===== config.mk =====
export PLATFORM = sky130hd
export DESIGN_NAME = frc_top
export DESIGN_NICKNAME = d
export VERILOG_FILES = /design/src/include/frc_pkg.sv /design/src/frc_decode.sv /design/src/frc_sync.sv /design/src/frc_top.sv
export SDC_FILE = /design/constraint.sdc
export NUM_CORES = 1
export LEC_CHECK = 0
export BUFFER_PORTS_ARGS = -buffer_cell sky130_fd_sc_hd__clkbuf_2
export CAP_MARGIN = 0
export CELL_PAD_IN_SITES_DETAIL_PLACEMENT = 1
export CELL_PAD_IN_SITES_GLOBAL_PLACEMENT = 1
export CORE_MARGIN = 5
export CORE_UTILIZATION = 46
export CTS_BUF_LIST = sky130_fd_sc_hd__clkbuf_16
export CTS_CLUSTER_DIAMETER = 80
export CTS_CLUSTER_SIZE = 10
export DETAILED_ROUTE_END_ITERATION = 8
export GPL_TIMING_DRIVEN = 0
export PLACE_DENSITY_LB_ADDON = 0.1
export SLEW_MARGIN = 20
export SYNTH_ARGS = -nofsm -noshare
export SYNTH_HDL_FRONTEND = slang
export SYNTH_SLANG_ARGS = --single-unit

===== constraint.sdc =====
create_clock -name clock -period 5.9 [get_ports clock]
set_clock_uncertainty 0.15 [all_clocks]
set_input_delay 0.59 -clock clock [delete_from_list [all_inputs] [get_ports clock]]
set_output_delay 0.59 -clock clock [all_outputs]
set_load 0.005 [all_outputs]

===== src/include/frc_pkg.sv =====
`default_nettype none
package frc_pkg;
  localparam int unsigned CFG_W = 16;
  localparam logic [7:0] CMD_CFG_SETUP = 8'h60;
  localparam logic [7:0] CMD_CFG_CONFIRM = 8'h03;
  localparam logic [7:0] CMD_READ_ID = 8'h90;
  localparam logic [7:0] CMD_READ_ARRAY = 8'hff;
  localparam logic [15:0] RCR_ID_OFFSET = 16'h0005;
  localparam logic [15:0] RCR_RESET = 16'hbfcf;
  localparam logic [15:0] RCR_RSVD_MASK = 16'h4030;
  localparam int unsigned RM_BIT = 15;
  localparam int unsigned LC_LSB = 11;
  localparam int unsigned WT_BIT = 10;
  localparam int unsigned DH_BIT = 9;
  localparam int unsigned WC_BIT = 8;
  localparam int unsigned BO_BIT = 7;
  localparam int unsigned CE_BIT = 6;
  localparam int unsigned BW_BIT = 3;
  localparam int unsigned BL_LSB = 0;
  localparam logic [2:0] LC_CODE2 = 3'h2;
  localparam logic [2:0] LC_CODE5 = 3'h5;
  localparam logic [2:0] BL_4 = 3'h1;
  localparam logic [2:0] BL_8 = 3'h2;
  localparam logic [2:0] BL_16 = 3'h3;
  localparam logic [2:0] BL_CONT = 3'h7;
  localparam logic [4:0] PAGE_WORDS = 5'h04;
  typedef enum logic [1:0] {
    MODE_ARRAY = 2'b00,
    MODE_ID    = 2'b01,
    MODE_SETUP = 2'b10
  } frc_mode_e;
endpackage : frc_pkg
`default_nettype wire


===== src/frc_decode.sv =====
`timescale 1ns/1ps
`default_nettype none
// Derives the effective read behaviour from the stored register
module frc_decode (
  input  wire logic [15:0] cfg,
  output logic             sync_burst,
  output logic [2:0]       latency,
  output logic             wait_high,
  output logic             hold_two,
  output logic             wait_early,
  output logic             rise_edge,
  output logic             no_wrap,
  output logic [4:0]       burst_words,
  output logic             burst_cont
);
  wire       async_mode = cfg[frc_pkg::RM_BIT];
  wire [2:0] bl         = cfg[frc_pkg::BL_LSB +: 3];
  wire [2:0] lc         = cfg[frc_pkg::LC_LSB +: 3];
  wire       lc_ok      = (lc >= frc_pkg::LC_CODE2) && (lc <= frc_pkg::LC_CODE5);
  assign sync_burst = ~async_mode;
  // Asynchronous mode masks every other field except WAIT polarity to a fixed value
  assign latency    = (async_mode || !lc_ok) ? 3'h0 : lc;
  assign wait_high  = cfg[frc_pkg::WT_BIT];
  assign hold_two   = async_mode ? 1'b0 : cfg[frc_pkg::DH_BIT];
  assign wait_early = async_mode ? 1'b0 : cfg[frc_pkg::WC_BIT];
  assign rise_edge  = async_mode ? 1'b1 : cfg[frc_pkg::CE_BIT];
  assign no_wrap    = async_mode ? 1'b1 : cfg[frc_pkg::BW_BIT];
  assign burst_cont = !async_mode && (bl == frc_pkg::BL_CONT);
  assign burst_words = async_mode ? frc_pkg::PAGE_WORDS :
                       (bl == frc_pkg::BL_4)  ? 5'h04 :
                       (bl == frc_pkg::BL_8)  ? 5'h08 :
                       (bl == frc_pkg::BL_16) ? 5'h10 : 5'h00;
endmodule : frc_decode
`default_nettype wire


===== src/frc_sync.sv =====
`timescale 1ns/1ps
`default_nettype none
module frc_sync (
  input  wire logic clock,
  input  wire logic rst,
  input  wire logic din,
  output logic      dout
);
  logic s1_q;
  always_ff @(posedge clock or posedge rst) begin
    if (rst) begin
      s1_q <= 1'b1;
      dout <= 1'b1;
    end else begin
      s1_q <= din;
      dout <= s1_q;
    end
  end
endmodule : frc_sync
`default_nettype wire


===== src/frc_top.sv =====
// Functional notes
// - Configuration set is two writes; value sits on address bits 15:0 both times.
// - Value latched on first rising edge of address-valid, chip-select or write strobe.
// - Command accepted whatever the programming supply level; no error raised.
// - After the command completes the device returns to read-array mode.
// - Identifier mode then reading word 05h returns the register contents.
// - Read-type field 0 selects synchronous burst, 1 asynchronous; default 1.
// - Asynchronous read type makes all other fields ignored; the WAIT polarity bit still applies here.
// - Latency codes 2 to 5 valid; 001 and 111 reserved; default 111.
// - First burst word comes latency clocks after address-valid deasserts.
// - WAIT polarity bit: 0 asserted low, 1 asserted high; default 1.
// - Output data invalid while WAIT asserted; host must not capture it.
// - Data-hold bit: 0 one clock, 1 two clocks per word; default 1.
// - WAIT timing bit: 0 during delay, 1 one data cycle early; default 1.
// - Burst-order bit 1 selects linear order, the only defined ordering.
// - Clock-edge bit: 0 falling edge, 1 rising edge; default 1.
// - Wrap bit: 0 wraps within burst length, 1 no wrap; default 1.
// - Burst length 001=4, 010=8, 011=16, 111=continuous; default 111.
// - Asynchronous page mode uses a fixed four-word page.
// - Status, query and identifier modes give only single reads, no bursts.
// - Read configuration applies alike to all partitions and block types.
`timescale 1ns/1ps
`default_nettype none
module frc_top (
  input  wire logic        clock,
  input  wire logic        rst,
  input  wire logic        address_valid_n,
  input  wire logic        chip_select_n,
  input  wire logic        write_n,
  input  wire logic        output_enable_n,
  input  wire logic [15:0] addr,
  input  wire logic [7:0]  data_in,
  input  wire logic        vpp_low,
  output logic [15:0]      data_out,
  output logic             data_oe,
  output logic             wait_out,
  output logic             wait_oe,
  output logic [15:0]      read_config_reg,
  output logic             sync_burst_q,
  output logic [2:0]       latency_q,
  output logic             hold_two_q,
  output logic             wait_early_q,
  output logic             rise_edge_q,
  output logic             no_wrap_q,
  output logic [4:0]       burst_words_q,
  output logic             burst_cont_q,
  output logic             array_mode_q,
  output logic             first_word_q,
  output logic             cmd_error_q
);
  // Pins are asynchronous to this clock
  logic adv_s;
  logic ce_s;
  logic we_s;
  logic oe_s;
  logic vpp_s;
  logic [15:0] addr_s1_q;
  logic [15:0] addr_s_q;
  logic [7:0]  data_s1_q;
  logic [7:0]  data_s_q;

  frc_sync u_adv (.clock(clock), .rst(rst), .din(address_valid_n), .dout(adv_s));
  frc_sync u_ce  (.clock(clock), .rst(rst), .din(chip_select_n), .dout(ce_s));
  frc_sync u_we  (.clock(clock), .rst(rst), .din(write_n), .dout(we_s));
  frc_sync u_oe  (.clock(clock), .rst(rst), .din(output_enable_n), .dout(oe_s));
  // Supply level is synchronised but never gates the configuration command
  frc_sync u_vpp (.clock(clock), .rst(rst), .din(vpp_low), .dout(vpp_s));

  always_ff @(posedge clock or posedge rst) begin
    if (rst) begin
      addr_s1_q <= 16'h0000;
      addr_s_q  <= 16'h0000;
      data_s1_q <= 8'h00;
      data_s_q  <= 8'h00;
    end else begin
      addr_s1_q <= addr;
      addr_s_q  <= addr_s1_q;
      data_s1_q <= data_in;
      data_s_q  <= data_s1_q;
    end
  end

  // Previous synchronised strobe levels for edge detection
  logic adv_p_q;
  logic ce_p_q;
  logic we_p_q;
  logic [15:0] addr_p_q;
  logic [7:0]  data_p_q;
  always_ff @(posedge clock or posedge rst) begin
    if (rst) begin
      adv_p_q  <= 1'b1;
      ce_p_q   <= 1'b1;
      we_p_q   <= 1'b1;
      addr_p_q <= 16'h0000;
      data_p_q <= 8'h00;
    end else begin
      adv_p_q  <= adv_s;
      ce_p_q   <= ce_s;
      we_p_q   <= we_s;
      addr_p_q <= addr_s_q;
      data_p_q <= data_s_q;
    end
  end

  // A write cycle ends at the first rising strobe edge; value sampled just before it
  wire cycle_open = ~ce_p_q & ~we_p_q;
  wire any_rise   = (adv_s & ~adv_p_q) | (ce_s & ~ce_p_q) | (we_s & ~we_p_q);
  wire wr_latch   = cycle_open & any_rise;
  wire [15:0] wr_value = addr_p_q;
  wire [7:0]  wr_cmd   = data_p_q;

  // Command state
  frc_pkg::frc_mode_e mode_q;
  frc_pkg::frc_mode_e mode_d;
  logic [15:0] pend_q;
  logic [15:0] cfg_q;
  logic [15:0] cfg_d;
  logic        err_d;

  wire is_setup   = wr_cmd == frc_pkg::CMD_CFG_SETUP;
  wire is_confirm = wr_cmd == frc_pkg::CMD_CFG_CONFIRM;
  wire is_read_id = wr_cmd == frc_pkg::CMD_READ_ID;
  wire is_read_ar = wr_cmd == frc_pkg::CMD_READ_ARRAY;

  // Second write of a pair either loads the register or is refused
  always_comb begin
    mode_d = mode_q;
    cfg_d  = cfg_q;
    err_d  = cmd_error_q;
    if (wr_latch) begin
      case (mode_q)
        frc_pkg::MODE_SETUP: begin
          // Supply level is deliberately not consulted here
          if (is_confirm) begin
            cfg_d = wr_value;
          end else begin
            err_d = 1'b1;
          end
          mode_d = frc_pkg::MODE_ARRAY;
        end
        default: begin
          if (is_setup) begin
            mode_d = frc_pkg::MODE_SETUP;
          end else if (is_read_id) begin
            mode_d = frc_pkg::MODE_ID;
          end else if (is_read_ar) begin
            mode_d = frc_pkg::MODE_ARRAY;
            err_d  = 1'b0;
          end
        end
      endcase
    end
  end

  always_ff @(posedge clock or posedge rst) begin
    if (rst) begin
      mode_q <= frc_pkg::MODE_ARRAY;
      cfg_q  <= frc_pkg::RCR_RESET;
      pend_q <= 16'h0000;
      cmd_error_q <= 1'b0;
    end else begin
      mode_q <= mode_d;
      cfg_q  <= cfg_d;
      cmd_error_q <= err_d;
      if (wr_latch && is_setup && mode_q != frc_pkg::MODE_SETUP) begin
        pend_q <= wr_value;
      end
    end
  end

  // Effective configuration, shared by every partition
  logic       sync_burst;
  logic [2:0] latency;
  logic       wait_high;
  logic       hold_two;
  logic       wait_early;
  logic       rise_edge;
  logic       no_wrap;
  logic [4:0] burst_words;
  logic       burst_cont;
  frc_decode u_dec (
    .cfg        (cfg_q),
    .sync_burst (sync_burst),
    .latency    (latency),
    .wait_high  (wait_high),
    .hold_two   (hold_two),
    .wait_early (wait_early),
    .rise_edge  (rise_edge),
    .no_wrap    (no_wrap),
    .burst_words(burst_words),
    .burst_cont (burst_cont)
  );

  // Latency counter from address-valid deassertion to first word
  logic [2:0] lat_cnt_q;
  logic       lat_run_q;
  wire adv_rise  = adv_s & ~adv_p_q;
  // A read is chip select low with the write strobe high
  wire in_array  = mode_q == frc_pkg::MODE_ARRAY;
  wire read_act  = ~ce_s & we_s;
  wire lat_start = adv_rise & read_act & sync_burst & (latency != 3'h0);
  wire lat_done  = lat_run_q & (lat_cnt_q == 3'h1);

  always_ff @(posedge clock or posedge rst) begin
    if (rst) begin
      lat_cnt_q <= 3'h0;
      lat_run_q <= 1'b0;
      first_word_q <= 1'b0;
    end else begin
      first_word_q <= lat_done;
      if (lat_start) begin
        lat_cnt_q <= latency;
        lat_run_q <= 1'b1;
      end else if (lat_done || ce_s) begin
        lat_run_q <= 1'b0;
      end else if (lat_run_q) begin
        lat_cnt_q <= lat_cnt_q - 3'h1;
      end
    end
  end

  // Data valid only once latency elapsed in synchronous array reads
  logic data_ready_q;
  always_ff @(posedge clock or posedge rst) begin
    if (rst) begin
      data_ready_q <= 1'b0;
    end else if (lat_start || ce_s) begin
      data_ready_q <= 1'b0;
    end else if (lat_done && in_array) begin
      data_ready_q <= 1'b1;
    end
  end

  // WAIT: asserted unless valid synchronous array data is on the bus
  wire wait_asserted = ~(sync_burst & in_array & data_ready_q);
  wire wait_level    = wait_high ? wait_asserted : ~wait_asserted;

  // Identifier read of word 05h returns the register
  wire id_read = (mode_q == frc_pkg::MODE_ID) & (addr_s_q == frc_pkg::RCR_ID_OFFSET);
  wire rd_en   = ~ce_s & ~oe_s & we_s;

  always_ff @(posedge clock or posedge rst) begin
    if (rst) begin
      data_out <= 16'h0000;
      data_oe  <= 1'b0;
    end else begin
      data_out <= id_read ? cfg_q : 16'h0000;
      data_oe  <= rd_en & (mode_q == frc_pkg::MODE_ID);
    end
  end

  // WAIT is driven only while the chip is selected
  always_ff @(posedge clock or posedge rst) begin
    if (rst) begin
      wait_out <= 1'b0;
      wait_oe  <= 1'b0;
    end else begin
      wait_out <= wait_level;
      wait_oe  <= ~ce_s;
    end
  end

  // Outside read-array mode only single words are delivered
  wire [4:0] words_eff = in_array ? burst_words : 5'h01;
  wire       cont_eff  = burst_cont & in_array;

  always_ff @(posedge clock or posedge rst) begin
    if (rst) begin
      read_config_reg <= frc_pkg::RCR_RESET;
      array_mode_q    <= 1'b1;
    end else begin
      read_config_reg <= cfg_q;
      array_mode_q    <= in_array;
    end
  end

  // Registered copies of the effective settings for the read path
  always_ff @(posedge clock or posedge rst) begin
    if (rst) begin
      sync_burst_q  <= 1'b0;
      latency_q     <= 3'h0;
      hold_two_q    <= 1'b0;
      wait_early_q  <= 1'b0;
      rise_edge_q   <= 1'b1;
      no_wrap_q     <= 1'b1;
      burst_words_q <= frc_pkg::PAGE_WORDS;
      burst_cont_q  <= 1'b0;
    end else begin
      sync_burst_q  <= sync_burst;
      latency_q     <= latency;
      hold_two_q    <= hold_two;
      wait_early_q  <= wait_early;
      rise_edge_q   <= rise_edge;
      no_wrap_q     <= no_wrap;
      burst_words_q <= words_eff;
      burst_cont_q  <= cont_eff;
    end
  end

  // Burst order bit and reserved bits carry no function; only linear order exists
  wire unused_ok = &{1'b0, pend_q, vpp_s, cfg_q[frc_pkg::BO_BIT]};
endmodule : frc_top
`default_nettype wire


# == Word-level counts from Yosys, hierarchy flattened ==
# Index checks and enable logic that the tools add are counted.
# W data, S select, Z words.
# word_totals
reg_bits,158
out_inout_bits,52
word_cells,130
input_bits,31
# classes
eq_ne,16
n_reduce_logical,19
add_sub_neg,1
mux,28
bitwise_logic,26
order_cmp,2
# op_table
cell,count
$mux W5,5
$and A1 B1 Y1,17
$eq A16 B3 Y1 const B,1
$eq A8 B8 Y1 const B,2
$mux W16,1
$mux W1,14
$mux W3,4
$eq A8 B2 Y1 const B,1
$eq A8 B7 Y1 const B,1
$mux W2,4
$reduce_bool A2 Y1,4
$not A1 Y1,7
$eq A3 B1 Y1 const B,2
$eq A3 B2 Y1 const B,2
$reduce_and A5 Y1,1
$ne A2 B1 Y1 const B,2
$ne A2 B2 Y1 const B,2
$reduce_and A2 Y1,2
$reduce_bool A4 Y1,1
$eq A3 B3 Y1 const B,1
$ge A3 B2 Y1 const B,1
$le A3 B3 Y1 const B,1
$logic_and A1 B1 Y1,3
$logic_or A1 B1 Y1,3
8 further kinds,10

# == Logic depth before layout (Yosys ltp) ==
# Gate-level depths: netlist of run 1.
# logic_depth
ltp_word,9
depth_mapped,6

# == Hierarchy ==
# From an unflattened synthesis of run 1, not the netlist that was laid out.
# unflattened
cells_unflattened,286
hier_area_um2,4909.7
# modules_own_cells
module,area_per_inst_um2,instances,cells_per_inst,seq_area_each_um2
frc_top,4555.6,1,254,3794.9
frc_sync,56.3,4,3,52.6
frc_decode,128.9,1,20,0.0

# == Least setup slack after synthesis of run 1 ==
# OpenSTA, ideal clock, no wires.
# synth_path
path_kind,register to register
start,register data_p_q[2]
end,register cfg_q[4]
required_time_ns,5.625
stages_incl_launch_ff,6
slack_ns,4.044
arrival_time_ns,1.581
setup_ns,0.125
path_cell_list,dfrtp_1 -> nor4_1 -> nand3_1 -> nor2_2 -> buf_6 -> mux2_2
# synth_via
elab_chain_len,2
# synth_rtl
item,line,rtl
from (decl),frc_top.sv:88,logic [7:0] data_p_q;
from (signal assigned),frc_top.sv:101,data_p_q <= data_s_q;
$eq A8 B2 Y1,frc_top.sv:121,wire is_confirm = wr_cmd == frc_pkg::CMD_CFG_CONFIRM;
$reduce_and A3 Y1 (no line),-,
to (signal assigned),frc_top.sv:158,cfg_q <= frc_pkg::RCR_RESET;
to (signal assigned),frc_top.sv:163,cfg_q <= cfg_d;
to (decl),frc_top.sv:116,logic [15:0] cfg_q;
# Every way passes these cells.
# A chain may end at the register's enable or synchronous reset.

# == Worst setup path in the final report of run 1 ==
# layout_path
start,register addr_s_q[3]
end,register data_out[6]
# layout_via
elab_chain_len,3
# layout_rtl
item,line,rtl
from (decl),frc_top.sv:58,logic [15:0] addr_s_q;
from (signal assigned),frc_top.sv:77,addr_s_q <= addr_s1_q;
$eq A16 B3 Y1,frc_top.sv:239,wire id_read = (mode_q == frc_pkg::MODE_ID) & (addr_s_q == frc_pkg::RCR_ID_OFFSET);
$and A1 B1 Y1,frc_top.sv:239,
$mux W16,frc_top.sv:247,data_out <= id_read ? cfg_q : 16'h0000;
to (signal assigned),frc_top.sv:247,
to (decl),frc_top.sv:34,"output logic [15:0] data_out,"
# Every way passes these cells.

==> impl_metrics.json, run 1 <==
{
  "status": "complete, no violations",
  "fillers": 984,
  "post-cts-setup-buffers": 0,
  "drc_errors": 0,
  "h-tree-depth": 4,
  "synth-seq-cells": 157,
  "die-area_um2": 12600,
  "worst_slew_pin_slew_ps": 582,
  "dp_cells": 495,
  "first_pass_iters": 3,
  "holdCritPathClass": "primary input to asynchronous set/reset pin",
  "path_cells": "nor4bb_1 -> nand3_1 -> nor3_2 -> clkbuf_1 -> and2_1",
  "reg2reg_depth": 5,
  "clkTransAtPathRegs_ps": 70,
  "synthTopCellsByArea": "dfrtp_1 (60%), dfstp_2 (22%), mux2_2 (4.2%), and2_1 (2.1%), nor2_1 (0.93%)",
  "crit_type": "register to register",
  "die_w_um": 112,
  "gr-total-overflow": 0,
  "worstSkewPairLatency_ps": 420,
  "p_total_mw": 2.25,
  "io_buffer_count": 80,
  "die_h_um": 112,
  "path_max_fanout": 10,
  "synthFlopType": "dfrtp_1",
  "finalNonFillerCells": 527,
  "synth_cell_types": 40,
  "synth_area_leader_cell": "dfrtp_1",
  "avgSynthCellArea_um2": 17.3,
  "timing.final.crit_period_ps": 2220,
  "slowest_stage": "nor3_2",
  "grt_max_degree": 106,
  "drtIter0Drc": 80,
  "setup_violations": 0,
  "cts_resized": 0,
  "synth_top_area_share": 0.602,
  "vias_per_cell": 4.70,
  "grt_pass1_wl_mm": 14.2,
  "ys_async_sr_fraction": 1.00,
  "clockBufferDepth": 2,
  "place_congestion": 0.734,
  "placementRows": 37,
  "vias": 2475,
  "r2r_slack_ps": 3680,
  "core_area_um2": 10300,
  "max_cap_violations": 0,
  "diodes": 0,
  "hold_buffers": 0,
  "finalHoldViolCount": 0,
  "post_drt_wl_per_cell_um": 16.1,
  "slew_viol_final": 0,
  "synth_nets": 311,
  "hpwl_mm": 5.54,
  "grtUsageTotal": 0.148,
  "cp-start-kind": "register",
  "p_leak_nw": 2.88,
  "min_period_over_period": 0.377,
  "cts_made_buffers": 17,
  "required_ps": 6100,
  "routed_wl_mm": 8.49,
  "ir_drop_uv": 229,
  "layout-drive-gt1-share": 0.473,
  "ys_warn_count": 0,
  "powerDensity_nw_per_um2": 374,
  "max_stage_delay_ps": 440,
  "endpoint_kind": "register",
  "multi_input_area_um2": 781,
  "rr_endpoint": "data_out[6]",
  "ios": 83,
  "yosysSeqAreaShare": 0.826,
  "cts_tree": "built",
  "r2r_start": "addr_s_q[3]",
  "synthCells": 278,
  "cts_root_buffer": "clkbuf_16",
  "nNetsFinal": 411,
  "ant_nets": 0,
  "synthesis.area_um2": 4820,
  "fmax_ghz": 0.450,
  "area_delta_synth_final_pct": 24.9,
  "slew_headroom": 0.612,
  "initial_core_util": 0.469,
  "rsz0062_at_grt": "no",
  "grt_pass1_vias": 2737,
  "cts_sinks": 157,
  "register_area_um2": 3980,
  "synth_edf_count": 0,
  "cp.arrival_ps": 2420,
  "antenna_found_initial": 0
}
## layer usage
metal  vias up  global-route usage  share of wire
met5         -                   0              0
met4         0              0.0513          0.015
met3        11              0.0507          0.053
met2        63               0.240           0.52
met1      1280               0.186           0.42
li1       1121                   -              -
## area by class of cell
class                      count  share of cell area
timing repair buffer          81              0.0711
sequential                   157               0.661
multi-input combinational    108               0.130
buffer                         5             0.00499
clock inverter                15              0.0279
inverter                       8             0.00624
clock buffer                  17              0.0707
tap                          136              0.0283
## report_power, final
group	total (mW)	internal, mW	switching [mW]
logic	0.0469	0.0168	0.0301
clock network	1.08	0.605	0.472
registers	1.13	1.11	0.0152
## per-stage QoR
step	setup slack, ps	TNS (ps)	utilization	hold slack (ps)	instance area (µm²)
after floorplan	993	0	-	181	4820
after global placement	-378	-42760	0.525	181	5390
after detailed placement	3660	0	0.528	186	5430
after CTS	3610	0	0.586	32.6	6020
after global routing	3470	0	0.586	45.1	6020
final	3680	0	0.586	28.4	6020
## critical path, delay by kind of cell (launching register included)
| kind | cells | cell delay (ps) |
|---|---|---|
| DFF | 1 | 400 |
| buffers and inverters | 1 | 410 |
| and+or+nand+nor | 4 | 1200 |
## layout by cell type, fill, tap and decap left out, types with 2 or more instances in the layout
cell	synthesis	final
inv_8	0	6
ha_1	2	2
mux2i_1	3	3
nand2b_1	5	5
or2_2	2	2
dfrtp_1	116	116
inv_6	0	5
inv_1	8	7
a21oi_1	3	3
or4_4	2	2
clkbuf_1	3	3
mux2_2	18	18
dfstp_2	41	41
clkbuf_2	0	80
nor4_1	5	5
nor2_1	12	12
o21ai_0	2	2
nand3_1	3	3
nand2_1	7	7
nor2b_1	3	3
xnor2_1	2	2
nor3_1	3	3
clkbuf_16	0	17
nand4_1	3	3
and2_1	16	16
## logic make-up after synthesis
| group | Yosys count | synth area share |
|---|---|---|
| other | 1 | 0.000778 |
| multiplexers | 21 | 0.0483 |
| adder cells (fa/ha/maj) | 2 | 0.00519 |
| AND/OR/NAND/NOR | 71 | 0.0880 |
| flip-flops | 157 | 0.826 |
| AO/OA/AOI/OAI | 11 | 0.0161 |
| buffers and inverters | 13 | 0.0125 |
| XOR/XNOR | 2 | 0.00363 |
## Yosys cell counts (2+ instances only)
master / count
dfstp_2: 41
nand2_1: 7
nand4_1: 3
nor4_1: 5
or4_4: 2
nand3_1: 3
or2_2: 2
a21oi_1: 3
ha_1: 2
o21ai_0: 2
inv_1: 8
and2_1: 16
mux2i_1: 3
dfrtp_1: 116
nand2b_1: 5
nor2_1: 12
nor3_1: 3
nor2b_1: 3
mux2_2: 18
xnor2_1: 2
clkbuf_1: 3
## how the worst max path moves through the flow
stage	cells after the start	to	from
5_1_grt	5	data_out[7]	addr_s_q[13]
2_1_floorplan	1	addr_p_q[0]	rst
3_3_place_gp	2	lat_run_q	rst
6_report	5	data_out[6]	addr_s_q[3]
4_1_cts	5	data_out[6]	addr_s_q[13]
3_5_place_dp	5	data_out[3]	addr_s_q[13]
Note: power is estimated with default switching activity, not from simulation.
==> run 2, diff against run 1 <==
==> constraint.sdc (replaced) <==
create_clock -name clock -period 2.3 [get_ports clock]
set_clock_uncertainty 0.15 [all_clocks]
set_input_delay 0.23 -clock clock [delete_from_list [all_inputs] [get_ports clock]]
set_output_delay 0.23 -clock clock [all_outputs]
set_load 0.005 [all_outputs]
==> impl_metrics.json, run 2 (synthesized netlist as in run 1, its figures left out) <==
{
  "max_cap_violations": 0,
  "cp.arrival_ps": 2280,
  "nNetsFinal": 444,
  "die_w_um": 112,
  "design_area_um2": 6400,
  "finalHoldViolCount": 0,
  "p_switching_mw": 1.21,
  "worstSkewPairLatency_ps": 410,
  "place_congestion": 0.745,
  "max_stage_delay_ps": 400,
  "path_cells": "nor4_1 -> nand3_1 -> nor2_2 -> buf_6 -> mux2_2",
  "crit_type": "register to register",
  "pre_cts_slack_ps": 37.4,
  "p_int_mw": 4.65,
  "slowest_stage": "nor4_1",
  "comb_power_share": 0.030,
  "vias_per_cell": 4.59,
  "first_pass_iters": 4,
  "hpwl_mm": 5.77,
  "reg2reg_depth": 5,
  "diodes": 0,
  "fmax_ghz": 0.468,
  "placementRows": 37,
  "antenna_found_initial": 0,
  "ir_drop_uv": 528,
  "drc_errors": 0,
  "cts_root_buffer": "clkbuf_16",
  "finalWorstSetupSlack_ps": 162,
  "swShare": 0.207,
  "clockBufferDepth": 2,
  "p_leak_nw": 3.05,
  "routed_wl_mm": 8.97,
  "cts_sinks": 157,
  "initial_core_util": 0.469,
  "core_area_um2": 10300,
  "cts_made_buffers": 17,
  "drtIter0Drc": 52,
  "gr-total-overflow": 0,
  "status": "complete, no violations",
  "area_delta_synth_final_pct": 32.8,
  "clkTransAtPathRegs_ps": 60,
  "layout-drive-gt1-share": 0.443,
  "cp-start-kind": "register",
  "die-area_um2": 12600,
  "timing.final.crit_period_ps": 2140,
  "die_h_um": 112,
  "path_max_fanout": 10,
  "powerDensity_nw_per_um2": 916,
  "holdCritPathClass": "primary input to asynchronous set/reset pin",
  "worst_slew_pin_slew_ps": 614,
  "place_area_um2": 5500,
  "final_cell_mix": "dfrtp_1 (116), clkbuf_2 (81), dfstp_2 (41)",
  "grtUsageTotal": 0.162,
  "grt_max_degree": 34,
  "p_total_mw": 5.86,
  "layout_commonest_cell": "dfrtp_1",
  "path_buf_inv": 1,
  "endpoint_kind": "register",
  "cp_top_family": "simple AND/OR/NAND/NOR gates",
  "min_period_over_period": 0.929,
  "p_seq_frac": 0.494,
  "ant_nets": 0,
  "slew_viol_final": 0,
  "holdWs_ps": 186,
  "h-tree-depth": 4,
  "io_buffer_count": 80,
  "grt_pass1_vias": 2899,
  "grt_pass1_wl_mm": 15.4,
  "post_drt_wl_per_cell_um": 16.0,
  "cts_tree": "built",
  "slew_headroom": 0.590,
  "cp.depth": 5,
  "ios": 83,
  "power.share.clock": 0.475,
  "vias": 2572,
  "setup_violations": 0,
  "required_ps": 2440
}
run 2: cell types whose count changed in the layout (fill, tap and decap cells not counted), moves of 2 or more:
cell,before,now
clkinvlp_4,1,4
buf_12,0,4
bufinv_16,1,3
inv_8,6,0
dlygate4sd3_1,0,29
clkinv_4,1,4
inv_6,5,1
run 2: cell type report:
type | count | area (µm²)
buffer | 5 | 31.3
clock buffer | 17 | 425
clock inverter | 15 | 174
fill | 959 | 3880
inverter | 8 | 33.8
multi-input combinational | 108 | 787
sequential | 157 | 3980
tap | 136 | 170
timing repair buffer | 114 | 798
run 2: final timing paths:
check,start,to,slack [ps]
worst max-delay path,data_p_q[2],cfg_q[5],160
worst min-delay path,rst,addr_s1_q[5],190
worst max register to register,data_p_q[2],cfg_q[5],160
worst min register to register,addr_s1_q[2],addr_s_q[2],200
max in group asynchronous,rst,read_config_reg[8],860
min in group clock,addr_s1_q[2],addr_s_q[2],200
run 2: metrics by stage:
step	TNS [ps]	std cells	util
2_1_floorplan	-3880	278	-
3_3_place_gp	-98260	494	0.525
3_5_place_dp	0	499	0.535
4_1_cts	0	560	0.622
5_1_grt	-10.8	560	0.623
6_report	0	560	0.623
run 2: metal layers:
metal / vias to the layer above / track usage / part of all wire
met5: - / 0 / 0
met1: 1299 / 0.198 / 0.39
met2: 71 / 0.267 / 0.54
met3: 18 / 0.0534 / 0.053
met4: 0 / 0.0665 / 0.021
li1: 1184 / - / -
run 2: power groups by stage:
stage,registers (mW),logic [mW],clock network (mW)
after floorplan,2.93,0.0653,0
after global placement,2.94,0.115,0
after detailed placement,2.94,0.143,0
after CTS,2.90,0.182,2.84
after global routing,2.91,0.204,3.00
final,2.90,0.178,2.78
run 2: worst reg2reg max path, delay by kind of cell (launching register included):
| kind | cells | cell delay (ps) |
|---|---|---|
| and+or+nand+nor | 3 | 900 |
| DFF | 1 | 390 |
| muxes | 1 | 360 |
| buffers and inverters | 1 | 230 |
run 2: what timing repair did:
item / CTS / global route
hold buffers: 29 / 0
setup buffers: 0 / 0
setup endpoints to repair: 10 / 10
gates resized for setup: 1 / 1
hold endpoints to repair: 93 / 0
cloned: 0 / 0
